### config.mk
export PLATFORM = sky130hd
export DESIGN_NAME = cppc_top
export DESIGN_NICKNAME = d
export VERILOG_FILES = /design/src/hdl/cppc_pkg.sv /design/src/hdl/cppc_rx_if.sv /design/src/hdl/cppc_sync.sv /design/src/hdl/cppc_top.sv
export SDC_FILE = /design/constraint.sdc
export NUM_CORES = 1
export LEC_CHECK = 0
export BUFFER_PORTS_ARGS = -buffer_cell sky130_fd_sc_hd__buf_2
export CAP_MARGIN = 15
export CORE_UTILIZATION = 24
export DETAILED_ROUTE_END_ITERATION = 8
export GPL_TIMING_DRIVEN = 0
export PLACE_DENSITY_LB_ADDON = 0.3
export SYNTH_ARGS = -nofsm -noshare
export SYNTH_HDL_FRONTEND = slang
export SYNTH_HIERARCHICAL = 1
export SYNTH_SLANG_ARGS = --single-unit
### constraint.sdc
create_clock -name clk_sys_i -period 2.3 [get_ports clk_sys_i]
set_input_delay 0.115 -clock clk_sys_i [delete_from_list [all_inputs] [get_ports clk_sys_i]]
set_output_delay 0.115 -clock clk_sys_i [all_outputs]
set_load 0.02 [all_outputs]
### src/hdl/cppc_pkg.sv
`default_nettype none
package cppc_pkg;
  // ****************************************************************
  // control bit positions
  // ****************************************************************
  localparam int unsigned CAN_HOLD_BIT = 0;
  localparam int unsigned REF_DIR_BIT = 5;
  localparam int unsigned CTRL_W = 8;
  // ****************************************************************
  // port pin positions and reset values
  // ****************************************************************
  localparam int unsigned TX_A_BIT = 6;
  localparam int unsigned TX_B_BIT = 7;
  localparam int unsigned CAP_W = 4;
  localparam int unsigned EVT_BIT = 4;
  localparam int unsigned RST_BIT = 5;
  localparam int unsigned SR_W = 6;
  localparam int unsigned TOG_LO = 6;
  localparam logic [7:0] PORT_RST = 8'hff;
  localparam logic [7:0] CTRL_RST = 8'h21;
  localparam int unsigned SYNC_STAGES = 2;
endpackage : cppc_pkg
`default_nettype wire

### src/hdl/cppc_rx_if.sv
`default_nettype none
// ****************************************************************
// receive comparator path between top and synchroniser
// ****************************************************************
interface cppc_rx_if;
  logic cmp_raw;
  logic cmp_sync;
  modport src (output cmp_raw, input cmp_sync);
  modport dst (input cmp_raw, output cmp_sync);
endinterface : cppc_rx_if
`default_nettype wire

### src/hdl/cppc_sync.sv
`default_nettype none
module cppc_sync (
  // clock and reset
  input wire logic clk_sys_i,
  input wire logic rst_n_i,
  // level to synchronise
  cppc_rx_if.dst rx
);
  logic [cppc_pkg::SYNC_STAGES-1:0] sh_r;
  logic [cppc_pkg::SYNC_STAGES-1:0] sh_nxt;
  // shift chain; first stage is read only by the second
  always_comb begin
    sh_nxt = {sh_r[cppc_pkg::SYNC_STAGES-2:0], rx.cmp_raw};
  end
  // resets recessive so the engine sees an idle bus
  always_ff @(posedge clk_sys_i) begin
    if (!rst_n_i) begin
      sh_r <= '1;
    end else begin
      sh_r <= sh_nxt;
    end
  end
  assign rx.cmp_sync = sh_r[cppc_pkg::SYNC_STAGES-1];
endmodule : cppc_sync
`default_nettype wire

### src/hdl/cppc_top.sv
// Function
// - ref pin direction follows control bit five
// - external reset: reference on, pin output
// - reference off in powerdown while can reset
// - pos above neg reads recessive one
// - pos below neg reads dominant zero
// - can held reset: tx float, open-drain
// - power-up reset sets tx latch bits high
// - port1 bits 0-3 capture or irq inputs
// - port1 bits 4,5 timer2 rising edge inputs
// - port4 compare setreset and toggle outputs
// - port0 open-drain, muxed low addr data
// - port2 high address or quasi-bidirectional
// - alternate function only when enable bit set
`default_nettype none
module cppc_top (
  // clock and reset
  input wire logic clk_sys_i,
  input wire logic rst_n_i,
  // cpu side control
  input wire logic [7:0] can_ctrl_i,
  input wire logic powerdown_i,
  input wire logic ext_mem_i,
  input wire logic ext_addr_phase_i,
  input wire logic [15:0] ext_addr_i,
  input wire logic [7:0] ext_wdata_i,
  input wire logic ext_wr_i,
  input wire logic [7:0] p0_latch_i,
  input wire logic [7:0] p1_latch_i,
  input wire logic [7:0] p2_latch_i,
  input wire logic [7:0] p4_latch_i,
  input wire logic [7:0] p1_alt_en_i,
  input wire logic [7:0] p4_alt_en_i,
  // can engine side
  input wire logic can_tx_a_i,
  input wire logic can_tx_b_i,
  output logic can_rx_bit_o,
  // timer2 side
  input wire logic [5:0] cmp_sr_i,
  input wire logic [1:0] cmp_tog_i,
  output logic [3:0] capture_or_irq_o,
  output logic timer2_event_rise_o,
  output logic timer2_reset_rise_o,
  // analog and pins
  input wire logic can_rx_pos_above_neg_i,
  output logic ref_out_en_o,
  output logic ref_source_on_o,
  input wire logic [7:0] p0_pin_i,
  output logic [7:0] p0_o,
  output logic [7:0] p0_oe_o,
  output logic [7:0] p0_rdata_o,
  input wire logic [7:0] p1_pin_i,
  output logic [7:0] p1_o,
  output logic [7:0] p1_oe_o,
  output logic [7:0] p2_o,
  output logic [7:0] p2_oe_o,
  output logic [7:0] p4_o,
  output logic [7:0] p4_oe_o
);

  // ****************************************************************
  // receive comparator synchroniser
  // ****************************************************************
  cppc_rx_if rx ();
  assign rx.cmp_raw = can_rx_pos_above_neg_i;
  cppc_sync u_sync (
    .clk_sys_i(clk_sys_i),
    .rst_n_i(rst_n_i),
    .rx(rx.dst)
  );
  // ****************************************************************
  // next-state computation
  // ****************************************************************
  logic [7:0] ctrl_r, ctrl_nxt;
  logic rx_r, rx_nxt, refoe_r, refoe_nxt, refon_r, refon_nxt;
  logic [7:0] p0o_r, p0o_nxt, p0oe_r, p0oe_nxt, p0rd_r, p0rd_nxt;
  logic [7:0] p1o_r, p1o_nxt, p1oe_r, p1oe_nxt;
  logic [7:0] p2o_r, p2o_nxt, p2oe_r, p2oe_nxt;
  logic [7:0] p4o_r, p4o_nxt, p4oe_r, p4oe_nxt, p1pin_r;
  logic [3:0] cap_r, cap_nxt;
  logic evt_r, evt_nxt, rt_r, rt_nxt;
  logic can_held;
  assign can_held = ctrl_r[cppc_pkg::CAN_HOLD_BIT];
  // compare outputs in pin order: set/reset low, toggle in the top two
  logic [7:0] p4_cmp;
  assign p4_cmp = {cmp_tog_i, cmp_sr_i};
  always_comb begin
    ctrl_nxt = can_ctrl_i;
    rx_nxt = rx.cmp_sync;
    refoe_nxt = ctrl_r[cppc_pkg::REF_DIR_BIT];
    // source runs unless the engine is parked and chip sleeps
    refon_nxt = !(can_held && powerdown_i);
    // port0: drives only low as a port; drives both levels on the bus
    p0o_nxt = ext_mem_i ? (ext_addr_phase_i ? ext_addr_i[7:0]
                                            : ext_wdata_i) : 8'h00;
    p0oe_nxt = ext_mem_i ? ((ext_addr_phase_i || ext_wr_i) ? 8'hff
                                                            : 8'h00)
                         : ~p0_latch_i;
    p0rd_nxt = p0_pin_i;
    // port2: high address during external access
    p2o_nxt = ext_mem_i ? ext_addr_i[15:8] : p2_latch_i;
    p2oe_nxt = ext_mem_i ? 8'hff : ~p2_latch_i;
    p1o_nxt = 8'h00;
    p1oe_nxt = 8'h00;
    p4o_nxt = 8'h00;
    p4oe_nxt = 8'h00;
    for (int i = 0; i < 8; i++) begin
      // quasi-bidirectional: strong low, weak high left to pullup
      p1o_nxt[i] = 1'b0;
      p1oe_nxt[i] = !p1_latch_i[i];
      p4o_nxt[i] = 1'b0;
      p4oe_nxt[i] = !p4_latch_i[i];
      if (p4_alt_en_i[i] && p4_latch_i[i]) begin
        p4o_nxt[i] = p4_cmp[i];
        p4oe_nxt[i] = 1'b1;
      end
    end
    // transmit pins: engine drives them when their enable bit is set, unless held in reset
    if (!can_held && p1_alt_en_i[cppc_pkg::TX_A_BIT]) begin
      p1o_nxt[cppc_pkg::TX_A_BIT] = can_tx_a_i;
      p1oe_nxt[cppc_pkg::TX_A_BIT] = 1'b1;
    end
    if (!can_held && p1_alt_en_i[cppc_pkg::TX_B_BIT]) begin
      p1o_nxt[cppc_pkg::TX_B_BIT] = can_tx_b_i;
      p1oe_nxt[cppc_pkg::TX_B_BIT] = 1'b1;
    end // otherwise open-drain from the latch
    for (int i = 0; i < cppc_pkg::CAP_W; i++) begin
      cap_nxt[i] = p1_alt_en_i[i] && p1_pin_i[i];
    end
    // rising edges only; pins assumed synchronous
    evt_nxt = p1_alt_en_i[cppc_pkg::EVT_BIT] && p1_pin_i[cppc_pkg::EVT_BIT]
              && !p1pin_r[cppc_pkg::EVT_BIT];
    rt_nxt = p1_alt_en_i[cppc_pkg::RST_BIT] && p1_pin_i[cppc_pkg::RST_BIT]
             && !p1pin_r[cppc_pkg::RST_BIT];
  end
  // ****************************************************************
  // registers
  // ****************************************************************
  always_ff @(posedge clk_sys_i) begin
    if (!rst_n_i) begin
      ctrl_r <= cppc_pkg::CTRL_RST; // engine held, ref out
      rx_r <= 1'b1;
      refoe_r <= 1'b1;
      refon_r <= 1'b1;
      p0o_r <= 8'h00;
      p0oe_r <= 8'h00;
      p0rd_r <= 8'h00;
      p1o_r <= 8'h00;
      p1oe_r <= 8'h00; // latches high: tx pins float
      p2o_r <= cppc_pkg::PORT_RST;
      p2oe_r <= 8'h00;
      p4o_r <= 8'h00;
      p4oe_r <= 8'h00;
      p1pin_r <= cppc_pkg::PORT_RST;
      cap_r <= 4'h0;
      evt_r <= 1'b0;
      rt_r <= 1'b0;
    end else begin
      ctrl_r <= ctrl_nxt;
      rx_r <= rx_nxt;
      refoe_r <= refoe_nxt;
      refon_r <= refon_nxt;
      p0o_r <= p0o_nxt;
      p0oe_r <= p0oe_nxt;
      p0rd_r <= p0rd_nxt;
      p1o_r <= p1o_nxt;
      p1oe_r <= p1oe_nxt;
      p2o_r <= p2o_nxt;
      p2oe_r <= p2oe_nxt;
      p4o_r <= p4o_nxt;
      p4oe_r <= p4oe_nxt;
      p1pin_r <= p1_pin_i;
      cap_r <= cap_nxt;
      evt_r <= evt_nxt;
      rt_r <= rt_nxt;
    end
  end
  // ****************************************************************
  // outputs
  // ****************************************************************
  assign can_rx_bit_o = rx_r;
  assign ref_out_en_o = refoe_r;
  assign ref_source_on_o = refon_r;
  assign p0_o = p0o_r;
  assign p0_oe_o = p0oe_r;
  assign p0_rdata_o = p0rd_r;
  assign p1_o = p1o_r;
  assign p1_oe_o = p1oe_r;
  assign p2_o = p2o_r;
  assign p2_oe_o = p2oe_r;
  assign p4_o = p4o_r;
  assign p4_oe_o = p4oe_r;
  assign capture_or_irq_o = cap_r;
  assign timer2_event_rise_o = evt_r;
  assign timer2_reset_rise_o = rt_r;
endmodule : cppc_top
`default_nettype wire

# Word-level counts from Yosys, hierarchy flattened
# Cells that the tools add are included.
word_totals:
  register_bits: 95
  in_bits: 113
op_classes:
  mux: 15
  bitwise_logic: 2
  reduce_logical: 51
ops:
  columns: ["operator", "n"]
  rows:
  - ["8-bit 2-to-1 mux", 5]
  - ["2-bit AND reduction", 11]
  - ["1-bit zero test", 20]
  - ["1-bit logical AND", 19]
  - ["8-bit inverter", 2]
  - ["1-bit 2-to-1 mux", 10]
  - ["1-bit logical OR", 1]

# Logic depth before layout (Yosys ltp)
# Gate-level depths: netlist (run 1).
depth:
  depth_word: 3
  mapped_depth: 4

# Modules after synthesis
# Netlist (run 1), hierarchy kept.
modules_own_cells:
  columns: ["mod", "n_inst", "cells_per_inst", "area_per_inst_um2", "seq_area_each_um2"]
  rows:
  - ["cppc_top", 1, 225, 2422.3, 1581.5]
  - ["cppc_sync", 1, 4, 52.6, 40.0]

# Worst setup path before layout (run 1)
# No wires, ideal clock.
synth_path:
  path_type: "reg2reg"
  from: "register ctrl_r[0]"
  to: "register p1o_r[6] (netlist: p1_o[6])"
  setup_time_ns: 0.116
  t_arrival_ns: 0.652
  required_ns: 2.184
  slack_ns: 1.533
  stages_incl_launch_ff: 3
  n_path_buf: 0
  period_less_slack_ns: 0.767
  path_cell_list: "dfxtp_1 and2b_1 and3_1"
synth_via:
  elab_chain_len: 3
synth_lines:
  columns: ["item", "line_no", "source"]
  rows:
  - ["start: declaration", "cppc_top.sv:74", "logic [7:0] ctrl_r, ctrl_nxt;"]
  - ["start signal: assignment", "cppc_top.sv:141", "ctrl_r <= cppc_pkg::CTRL_RST;"]
  - ["start signal: assignment", "cppc_top.sv:159", "ctrl_r <= ctrl_nxt;"]
  - ["1-bit zero test", "cppc_top.sv:119", "if (!can_held && p1_alt_en_i[cppc_pkg::TX_A_BIT]) begin"]
  - ["1-bit logical AND", "cppc_top.sv:119", null]
  - ["2-bit AND reduction (no line)", null, null]
  - ["end signal: assignment", "cppc_top.sv:166", "p1o_r <= p1o_nxt;"]
  - ["end: declaration", "cppc_top.sv:77", "logic [7:0] p1o_r, p1o_nxt, p1oe_r, p1oe_nxt;"]
# Every way passes these cells.
# A chain may end at the register's enable or synchronous reset.

# Worst setup path in the final report (run 1)
layout_path:
  from: "input rst_n_i"
  to: "register p4o_r[6] (netlist: p4_o[6])"
layout_via:
  elab_chain_len: 1
layout_lines:
  columns: ["item", "line_no", "source"]
  rows:
  - ["start: declaration", "cppc_top.sv:19", "input wire logic rst_n_i,"]
  - ["2-bit AND reduction (no line)", null, null]
  - ["end signal: assignment", "cppc_top.sv:170", "p4o_r <= p4o_nxt;"]
  - ["end: declaration", "cppc_top.sv:79", "logic [7:0] p4o_r, p4o_nxt, p4oe_r, p4oe_nxt, p1pin_r;"]
# Every way passes these cells.

==> flow_metrics.py, run 1 <==
metrics = {
    "outcome": {
        "status": "completed",
    },
    "clock_network": {
        "cts-htree-levels": 3,
        "cts_resized": 0,
        "cts_buffer_depth": 2,
        "holdBufCountCts": 101,
        "root_buffer": "clkbuf_8",
        "path_clk_slew_ns": 0.09,
        "clock_latency_ns": 0.35,
        "cts_tree": "done",
        "cts_made_buffers": 9,
        "post_cts_buffers": 0,
        "clkSinkCount": 81,
    },
    "sta": {
        "fin_setup_tns_ns": 0,
        "hold_viol": 0,
        "skew_ns": 0.006731,
        "fin_hold_ws_ns": 0.01828,
        "rsz0062_at_grt": "false",
        "slew_viol_final": 0,
        "period_share_pct": 72.34,
        "max_freq_mhz": 601.0,
        "layout_min_cycle_time_ns": 1.664,
        "setup_viol": 0,
    },
    "grt": {
        "grt_max_degree": 15,
        "grt_use_total_pct": 15.40,
        "globalRouteOverflowTotal": 0,
        "grt_first_pass_wirelength_um": 12960,
        "antenna_found_initial": 0,
        "grt_pass1_vias": 2793,
    },
    "worst_setup_path": {
        "arrival_ns": 1.90,
        "worst_setup_path_end_kind": "flop",
        "path_max_fanout": 10,
        "required_ns": 2.54,
        "critPathLaunch": "rst_n_i",
        "critPathKind": "input pin to flop",
        "cp-start-kind": "input pin",
        "timing.rr.start": "ctrl_r[0]",
    },
    "synthesis": {
        "synth-edff-count": 0,
        "yosys_warnings": 6,
        "synth_common_cells": "81 x dfxtp_1, 18 x a21oi_1, 18 x nand2_1, 18 x nand2b_1, 14 x nor2_1",
        "yosys.area.top_type": "dfxtp_1",
        "yosysTopAreaCellShare_pct": 65.52,
        "synthArstFlopShare_pct": 0,
        "synthCells": 229,
        "syn_area_per_cell_um2": 10.81,
        "ys.flop_type": "dfxtp_1",
        "synth_area_um2": 2475,
        "synthTopCellsByArea": "dfxtp_1 66%, nand2b_1 4.6%, a21oi_1 3.6%",
        "synthDistinctLibCells": 22,
        "yosysSeqAreaShare_pct": 65.52,
        "yosysMostFrequentCell": "dfxtp_1",
        "synth_seq_cells": 81,
    },
    "route": {
        "vias": 2619,
        "drt_iter0_drc": 63,
        "ant_nets": 0,
        "vias_per_cell": 3.962,
        "wl_um": 8063,
        "wl_per_cell_um": 12.20,
        "first_pass_iters": 4,
        "drcViolationCount": 0,
    },
    "pwr": {
        "ir_drop_mv": 0.2953,
        "leakagePower_nw": 2.392,
        "total_power_mw": 2.998,
        "power_density_nw_per_um2": 631.7,
    },
    "place": {
        "gp_congestion": 0.7238,
        "dpl_cell_area_um2": 3546,
        "portBuffers": 177,
        "dp_hpwl_um": 5278,
    },
    "floorplan": {
        "start_util_pct": 25.09,
        "die_y_um": 103.5,
        "design.die.area_um2": 10720,
        "coreArea_um2": 9864,
        "io_pins": 194,
        "die_w_um": 103.5,
        "rows": 36,
    },
    "cells_and_area": {
        "nets": 636,
        "design_area_um2": 4747,
        "antenna_cells": 0,
        "drive_gt1_share_pct": 40.34,
        "post-route-util_pct": 48.12,
        "area_delta_synth_final_pct": 91.81,
    },
    "flow_run": {
        "maxCapViolCount": 0,
    },
    "hold_path": {
        "min_path_type": "input pin to flop",
        "hold_start": "p1_alt_en_i[6]",
    },
}
==> through the flow <==
step / std cells / setup slack [ns]
2_1_floorplan: 234 / 1.533
4_1_cts: 661 / 0.6743
3_3_place_gp: 544 / 1.379
3_5_place_dp: 544 / 1.379
6_report: 661 / 0.6361
5_1_grt: 661 / 0.5666
==> critical path: stages <==
cell and delay, ns:
dlygate4sd3_1 0.53, buf_2 0.16, inv_2 0.11, buf_2 0.30, nor3_1 0.11, dlygate4sd3_1 0.57
==> cells in the final DEF (no fill, tap or decap), types with 4 or more instances in the layout <==
master / count
a211oi_1: 8
a21oi_1: 18
and2_1: 8
and3_1: 6
buf_2: 180
buf_4: 9
buf_6: 4
clkbuf_8: 11
clkinvlp_4: 4
conb_1: 6
dfxtp_1: 81
dlygate4sd3_1: 101
inv_1: 8
mux2i_1: 8
nand2_1: 18
nand2b_1: 18
nand3_1: 9
nor2_1: 14
nor3_1: 10
==> metal layers <==
| layer | vias to the layer above | routed length [um] | GRT usage (%) |
|---|---|---|---|
| met5 | - | 0 | 0 |
| met4 | 0 | 176 | 6.418 |
| met3 | 17 | 472 | 4.154 |
| met2 | 120 | 4157 | 28.91 |
| met1 | 1166 | 3256 | 16.01 |
| li1 | 1316 | - | - |
==> layout make-up <==
| type | count | area, um^2 |
|---|---|---|
| tap | 133 | 166.4 |
| multi-input combinational | 126 | 700.7 |
| buffer | 17 | 131.4 |
| fill | 924 | 5117 |
| clock buffer | 11 | 151.4 |
| inverter | 10 | 40.04 |
| timing repair buffer | 278 | 1897 |
| sequential | 81 | 1622 |
| clock inverter | 5 | 38.79 |
==> final timing paths <==
kind | end | slack [ns] | depth (start not counted)
max | p4_o[6] | 0.64 | 6
min | p1_o[6] | 0.02 | 2
max reg2reg | p1_o[7] | 0.92 | 3
min reg2reg | timer2_reset_rise_o | 0.40 | 1
==> power by group <==
| group | total [mW] | leakage (nW) | switching, mW | internal [mW] |
|---|---|---|---|---|
| Combinational | 0.530 | 1.63 | 0.251 | 0.280 |
| Clock | 0.974 | 0.0842 | 0.519 | 0.455 |
| Sequential | 1.49 | 0.673 | 0.0180 | 1.48 |
==> cells by family after synthesis <==
family | after synthesis | share of synthesized area, %
DFF | 81 | 65.52
muxes | 8 | 3.236
and+or+nand+nor | 86 | 18.10
AOI/OAI and AO/OA | 26 | 6.067
other | 1 | 0.1515
buffers and inverters | 27 | 6.926
==> flip-flops by register name (all words and copies together), names as in the netlist <==
signal / flops
p1pin_r: 2
p1_oe_o: 8
p4_oe_o: 8
ctrl_r: 2
ref_source_on_o: 1
p0_oe_o: 8
p1_o: 2
ref_out_en_o: 1
p0_rdata_o: 8
p4_o: 8
p2_o: 8
can_rx_bit_o: 1
timer2_reset_rise_o: 1
capture_or_irq_o: 4
timer2_event_rise_o: 1
u_sync/sh_r: 2
p0_o: 8
p2_oe_o: 8
Note: power is estimated with default switching activity, not from simulation.
==> run 2: changes to the inputs <==
ABC_AREA = 1   (was default)
clock period = 1.6 ns   (was 2.3 ns; I/O delays follow)
==> run 2 against run 1 <==
The flow now stops in clock tree synthesis (4_1_cts). Synthesized cell count increased by 9.6%. Area after synthesis decreased by 3.8%.
==> flow_metrics.py, run 2 <==
metrics = {
    "outcome": {
        "status": "stopped before the end",
        "haltStage": "clock tree synthesis (4_1_cts)",
        "error": "[ERROR RSZ-0060] Max buffer count reached.",
    },
    "synthesis": {
        "synthDistinctLibCells": 18,
        "synthTopCellsByArea": "dfxtp_1 68%, nand2_1 10%, a21oi_1 3.6%",
        "synth_seq_cells": 81,
        "synth_common_cells": "81 x dfxtp_1, 64 x nand2_1, 20 x nor2_1, 17 x a21oi_1, 15 x inv_1",
        "yosysTopAreaCellShare_pct": 68.14,
        "yosys.area.top_type": "dfxtp_1",
        "yosysSeqAreaShare_pct": 68.14,
        "synthArstFlopShare_pct": 0,
        "synth-edff-count": 0,
        "synth_area_um2": 2380,
        "yosysMostFrequentCell": "dfxtp_1",
        "syn_area_per_cell_um2": 9.481,
        "yosys_warnings": 6,
        "ys.flop_type": "dfxtp_1",
        "synthCells": 251,
    },
    "floorplan": {
        "die_y_um": 101.6,
        "rows": 35,
        "start_util_pct": 25.28,
        "die_w_um": 101.6,
        "io_pins": 194,
    },
    "clock_network": {
        "holdBufCountCts": 116,
        "cts_buffer_depth": 2,
        "cts_resized": 0,
        "cts_made_buffers": 9,
        "root_buffer": "clkbuf_8",
        "clkSinkCount": 81,
        "post_cts_buffers": 0,
        "cts-htree-levels": 3,
    },
    "place": {
        "gp_congestion": 0.6795,
        "portBuffers": 178,
        "dp_hpwl_um": 5036,
    },
}
==> run 2: metrics by stage <==
stage	worst slack [ns]	hold WS [ns]	instances	instance area [um^2]	utilization [%]
after detailed placement	0.5079	0.2401	563	3451	36.65
after global placement	0.5460	0.2411	563	3451	36.65
after floorplan	0.9207	0.1487	256	2399	-
==> run 2: kinds of logic after synthesis <==
logic type,Yosys count,share of synthesized area (%)
flip-flops,81,68.14
buffers and inverters,31,6.151
other,1,0.1576
AND/OR/NAND/NOR,103,18.03
AO/OA/AOI/OAI,35,7.518
==> run 3: changes to the inputs <==
CORE_UTILIZATION = 20   (was 24)
PLACE_DENSITY_LB_ADDON = 0.15   (was 0.3)
==> run 3 against run 2 <==
The flow now finishes, with violations (DRC). Synthesized cell count unchanged. Area after synthesis did not move.
==> flow_metrics.py, run 3 <==
metrics = {
    "outcome": {
        "status": "finished, violations left",
        "violations": "DRC",
    },
    "floorplan": {
        "io_pins": 194,
        "die_w_um": 111.1,
        "design.die.area_um2": 12340,
        "start_util_pct": 20.66,
        "die_y_um": 111.1,
        "coreArea_um2": 11520,
        "rows": 39,
    },
    "place": {
        "dp.cells": 577,
        "dpl_cell_area_um2": 3468,
        "portBuffers": 178,
        "gp_congestion": 0.7065,
        "dp_hpwl_um": 4945,
    },
    "sta": {
        "setup_viol": 0,
        "fin_setup_tns_ns": 0,
        "layout_min_cycle_time_ns": 1.328,
        "hold_viol": 0,
        "period_share_pct": 83.01,
        "skew_ns": 0.003645,
        "rsz0062_at_grt": "false",
        "max_freq_mhz": 752.9,
        "fin_hold_ws_ns": 0.006230,
        "slew_viol_final": 0,
    },
    "pwr": {
        "pwr-share-seq_pct": 42.4,
        "p_int_mw": 3.902,
        "power_density_nw_per_um2": 1033,
        "power.share.clock_pct": 42.3,
        "power_switching_mw": 1.185,
        "p_sw_share_pct": 23.29,
        "leakagePower_nw": 2.530,
        "total_power_mw": 5.087,
        "ir_drop_mv": 0.3785,
        "p_comb_share_pct": 15.3,
    },
    "route": {
        "wl_per_cell_um": 10.99,
        "wl_um": 7773,
        "vias": 2696,
        "ant_nets": 0,
        "first_pass_iters": 6,
        "drt_iter0_drc": 111,
        "drcViolationCount": 24,
        "vias_per_cell": 3.813,
    },
    "synthesis": {
        "synthTopCellsByArea": "dfxtp_1 68%, nand2_1 10%, a21oi_1 3.6%",
        "synth_seq_cells": 81,
        "synthDistinctLibCells": 18,
        "yosys_warnings": 6,
        "synth_common_cells": "81 x dfxtp_1, 64 x nand2_1, 20 x nor2_1, 17 x a21oi_1, 15 x inv_1",
        "ys.flop_type": "dfxtp_1",
        "yosysMostFrequentCell": "dfxtp_1",
        "synthCells": 251,
        "yosysSeqAreaShare_pct": 68.14,
        "synth-edff-count": 0,
        "syn_area_per_cell_um2": 9.481,
        "synthArstFlopShare_pct": 0,
        "yosysTopAreaCellShare_pct": 68.14,
        "yosys.area.top_type": "dfxtp_1",
        "synth_area_um2": 2380,
    },
    "flow_run": {
        "maxCapViolCount": 0,
    },
    "cells_and_area": {
        "layout.cells.non_filler": 707,
        "num-fill-cells": 1146,
        "mostFrequentLayoutCell": "buf_2",
        "area_delta_synth_final_pct": 106.8,
        "final_cell_mix": "184 x buf_2, 114 x dlygate4sd3_1, 81 x dfxtp_1",
        "drive_gt1_share_pct": 37.77,
        "antenna_cells": 0,
        "nets": 672,
        "design_area_um2": 4922,
    },
    "worst_setup_path": {
        "required_ns": 1.82,
        "timing.rr.start": "ctrl_r[0]",
        "critPathKind": "input pin to flop",
        "path_max_fanout": 2,
        "cp-start-kind": "input pin",
        "rr_worst_depth": 4,
        "worst_setup_path_end_kind": "flop",
        "rrSetupSlack_ns": 0.37,
        "reg2reg_to": "p1_oe_o[7]",
        "arrival_ns": 1.54,
    },
    "grt": {
        "grt_use_total_pct": 12.91,
        "grt_pass1_vias": 2802,
        "grt_first_pass_wirelength_um": 12370,
        "grt_max_degree": 14,
        "globalRouteOverflowTotal": 0,
        "antenna_found_initial": 0,
    },
    "clock_network": {
        "path_clk_slew_ns": 0.06,
        "cts_tree": "done",
        "clock_latency_ns": 0.33,
        "clkSinkCount": 81,
        "root_buffer": "clkbuf_16",
        "cts_buffer_depth": 2,
        "cts_resized": 0,
        "cts_made_buffers": 9,
        "cts-htree-levels": 3,
    },
    "hold_path": {
        "hold_start": "rst_n_i",
        "holdPathEnd": "u_sync/sh_r[1]",
        "min_path_type": "input pin to flop",
        "hold_depth": 2,
    },
}
[run 3: cell counts after synthesis]
No cell type changed its count.
[run 3: critical path, stage by stage]
cell and delay [ns]:
dlygate4sd3_1 0.54, buf_2 0.12, o21ai_0 0.19, nand2_1 0.07, dlygate4sd3_1 0.55
[run 3: final cells by class]
type | count | area (um^2) | share of cell area (%)
timing repair buffer | 292 | 2032 | 41.28
buffer | 15 | 86.33 | 1.754
clock buffer | 11 | 232.7 | 4.728
tap | 143 | 178.9 | 3.635
clock inverter | 5 | 80.08 | 1.627
sequential | 81 | 1622 | 32.94
inverter | 16 | 60.06 | 1.220
multi-input combinational | 144 | 630.6 | 12.81
[run 3: worst max-delay path by stage]
stage / endpoint / from / slack (ns)
2_1_floorplan: p0_oe_o[0] / ext_addr_phase_i / 0.92
3_5_place_dp: p1_oe_o[6] / rst_n_i / 0.49
4_1_cts: p2_o[0] / p2_latch_i[0] / 0.29
6_report: p2_o[1] / p2_latch_i[1] / 0.27
5_1_grt: p4_oe_o[0] / rst_n_i / 0.16
3_3_place_gp: capture_or_irq_o[3] / rst_n_i / 0.49
[run 3: what timing repair did]
item | in CTS | in global routing
hold endpoints to repair | 77 | 0
hold buffers | 114 | 0
buffers inserted | 0 | 0
[run 3: through the flow]
step	utilization [%]	setup WS [ns]
after floorplan	-	0.9207
after global placement	30.12	0.4941
after detailed placement	30.12	0.4929
after CTS	42.74	0.2921
after global routing	42.74	0.1604
final	42.74	0.2718
[run 3: layer usage]
layer  share of wire, %  routed length [um]  track usage [%]  up-vias
met2                 49                3837            23.23      103
met5                  0                   0                0        -
met3                6.9                 535            3.663       12
met4                2.4                 188            7.748        0
li1                   -                   -                -     1378
met1                 41                3212            13.28     1203
[run 3: logic make-up after synthesis]
logic type / Yosys count / share of synthesized area, %
AND/OR/NAND/NOR: 103 / 18.03
flip-flops: 81 / 68.14
AO/OA/AOI/OAI: 35 / 7.518
buffers and inverters: 31 / 6.151
other: 1 / 0.1576
[run 3: power groups by stage]
stage | Sequential [mW] | Combinational [mW] | Clock, mW
floorplan | 2.35 | 0.146 | 0
finish | 2.16 | 0.778 | 2.15
global placement | 2.20 | 0.559 | 0
detailed placement | 2.20 | 0.560 | 0
global route | 2.17 | 0.843 | 2.33
CTS | 2.16 | 0.776 | 2.24
==> run 4: changes to the inputs <==
clock period = 1.2 ns   (was 1.6 ns; I/O delays follow)
==> run 4 against run 3 <==
The run ends with DRC, hold timing left. Sequential power up 33%. Routed wire length up 1.8%. First-iteration DRC count unchanged. Utilization up 0.18 points. Flip-flop and latch count unchanged. Die area unchanged. Total power up 33%. Sequential share of layout area down 0.12 points. Via count up 0.41%. Worst hold slack worse by 0.0073 ns. Global-route usage up 0.21 points.
==> flow_metrics.py, run 4 (same netlist as run 3, synthesis figures left out) <==
metrics = {
    "pwr": {
        "p_comb_share_pct": 15.3,
        "ir_drop_mv": 0.5154,
        "power_switching_mw": 1.586,
        "p_sw_share_pct": 23.37,
        "power.share.clock_pct": 42.3,
        "leakagePower_nw": 2.539,
        "power_density_nw_per_um2": 1373,
        "pwr-share-seq_pct": 42.4,
        "p_int_mw": 5.202,
        "total_power_mw": 6.789,
    },
    "worst_setup_path": {
        "required_ns": 1.41,
        "crit_chain": "dlygate4sd3_1 -> buf_2 -> nand2_1 -> a21oi_1 -> dlygate4sd3_1",
        "timing.rr.start": "ctrl_r[0]",
        "critPathKind": "input pin to flop",
        "critPathLaunch": "ext_wdata_i[3]",
        "slowest_stage": "dlygate4sd3_1",
        "rr_worst_depth": 4,
        "rrSetupSlack_ns": 0.04,
        "worst_setup_path_end_kind": "flop",
        "path_max_fanout": 1,
        "reg2reg_to": "p1_o[7]",
        "critPathMaxStageDelay_ns": 0.57,
        "critPathMostFrequentCell": "dlygate4sd3_1",
        "cp-start-kind": "input pin",
        "arrival_ns": 1.38,
    },
    "route": {
        "wl_per_cell_um": 11.20,
        "wl_um": 7916,
        "vias_per_cell": 3.829,
        "ant_nets": 0,
        "drcViolationCount": 24,
        "drt_iter0_drc": 111,
        "first_pass_iters": 6,
        "vias": 2707,
    },
    "cells_and_area": {
        "antenna_cells": 0,
        "mostFrequentLayoutCell": "buf_2",
        "final_cell_mix": "183 x buf_2, 113 x dlygate4sd3_1, 80 x dfxtp_1",
        "drive_gt1_share_pct": 39.18,
        "area_delta_synth_final_pct": 107.7,
        "nets": 672,
        "design_area_um2": 4943,
    },
    "floorplan": {
        "coreArea_um2": 11520,
        "start_util_pct": 20.66,
        "die_w_um": 111.1,
        "design.die.area_um2": 12340,
        "io_pins": 194,
        "rows": 39,
        "die_y_um": 111.1,
    },
    "sta": {
        "setup_viol": 0,
        "hold_viol": 1,
        "max_freq_mhz": 855.8,
        "layout_min_cycle_time_ns": 1.168,
        "slew_viol_final": 0,
        "skew_ns": 0.003220,
        "period_share_pct": 97.37,
        "fin_hold_ws_ns": -0.001069,
    },
    "grt": {
        "grt_use_total_pct": 13.12,
        "grt_max_degree": 14,
        "antenna_found_initial": 0,
        "grt_first_pass_wirelength_um": 12520,
        "globalRouteOverflowTotal": 0,
        "grt_pass1_vias": 2805,
    },
    "clock_network": {
        "path_clk_slew_ns": 0.06,
        "root_buffer": "clkbuf_16",
        "cts_buffer_depth": 2,
        "cts_made_buffers": 9,
        "cts-htree-levels": 3,
        "clock_latency_ns": 0.33,
        "cts_tree": "done",
        "clkSinkCount": 81,
    },
    "place": {
        "dp_hpwl_um": 4945,
        "dpl_cell_area_um2": 3468,
        "gp_congestion": 0.7065,
        "portBuffers": 178,
    },
    "flow_run": {
        "maxCapViolCount": 0,
    },
    "outcome": {
        "status": "finished, violations left",
        "violations": "DRC, hold timing",
    },
    "hold_path": {
        "hold_start": "p2_latch_i[1]",
        "min_path_type": "input pin to flop",
        "holdPathEnd": "p2_o[1]",
        "hold_depth": 3,
    },
}
## run 4: cell types whose count changed in the layout (fill, tap and decap cells not counted), sizes merged
| cell | previous run | this run |
|---|---|---|
| buf | 190 | 189 |
| clkbuf | 14 | 15 |
| dlygate4sd3 | 114 | 113 |
| dlymetal6s4s | 0 | 1 |
## run 4: power by group through the flow
stage	Combinational (mW)	Sequential (mW)	Clock, mW
final	1.04	2.88	2.87
after floorplan	0.194	3.13	0
after global routing	1.13	2.89	3.09
after global placement	0.745	2.93	0
after CTS	1.03	2.88	2.98
after detailed placement	0.746	2.94	0
## run 4: cell type report
type | count | area [um^2]
clock buffer | 11 | 232.7
clock inverter | 5 | 80.08
tap | 143 | 178.9
inverter | 16 | 60.06
fill | 1130 | 6573
buffer | 15 | 90.09
multi-input combinational | 144 | 644.4
timing repair buffer | 292 | 2034
sequential | 81 | 1623
## run 4: how the worst max path moves through the flow
stage	to	slack, ns	depth (start not counted)
floorplan	p0_oe_o[0]	0.54	3
global placement	capture_or_irq_o[3]	0.11	5
detailed placement	p1_oe_o[6]	0.11	4
CTS	p1_o[6]	0.04	4
global route	p1_o[7]	-0.006	4
finish	p0_o[3]	0.03	5
## run 4: layer usage
| metal | GRT usage, % | part of all wire, % |
|---|---|---|
| met5 | 0 | 0 |
| met4 | 7.748 | 2.3 |
| met3 | 3.445 | 7.1 |
| met2 | 23.90 | 50 |
| met1 | 13.48 | 40 |
## run 4: repair_timing
item	4_1_cts	5_1_grt
hold endpoints to repair	79	0
resized for setup	0	11
setup buffers	0	0
hold buffers	116	0
endpoints found under the setup margin	0	11
## run 4: critical path: cells and delay by family
kind | cells | cell delay (ns)
buffers and inverters | 3 | 1.22
AND/OR/NAND/NOR | 1 | 0.05
AO/OA/AOI/OAI | 1 | 0.05
## run 4: metrics by stage
step                instances  setup WS [ns]   TNS (ns)  hold slack [ns]  util, %
floorplan                 256         0.5407          0           0.1287        -
finish                    707        0.03154          0        -0.001069    42.93
global placement          577         0.1141          0           0.2210    30.12
global route              707      -0.005831  -0.005831          0.06641    42.93
detailed placement        577         0.1129          0           0.2219    30.12
CTS                       709        0.04138          0          0.06991    42.92
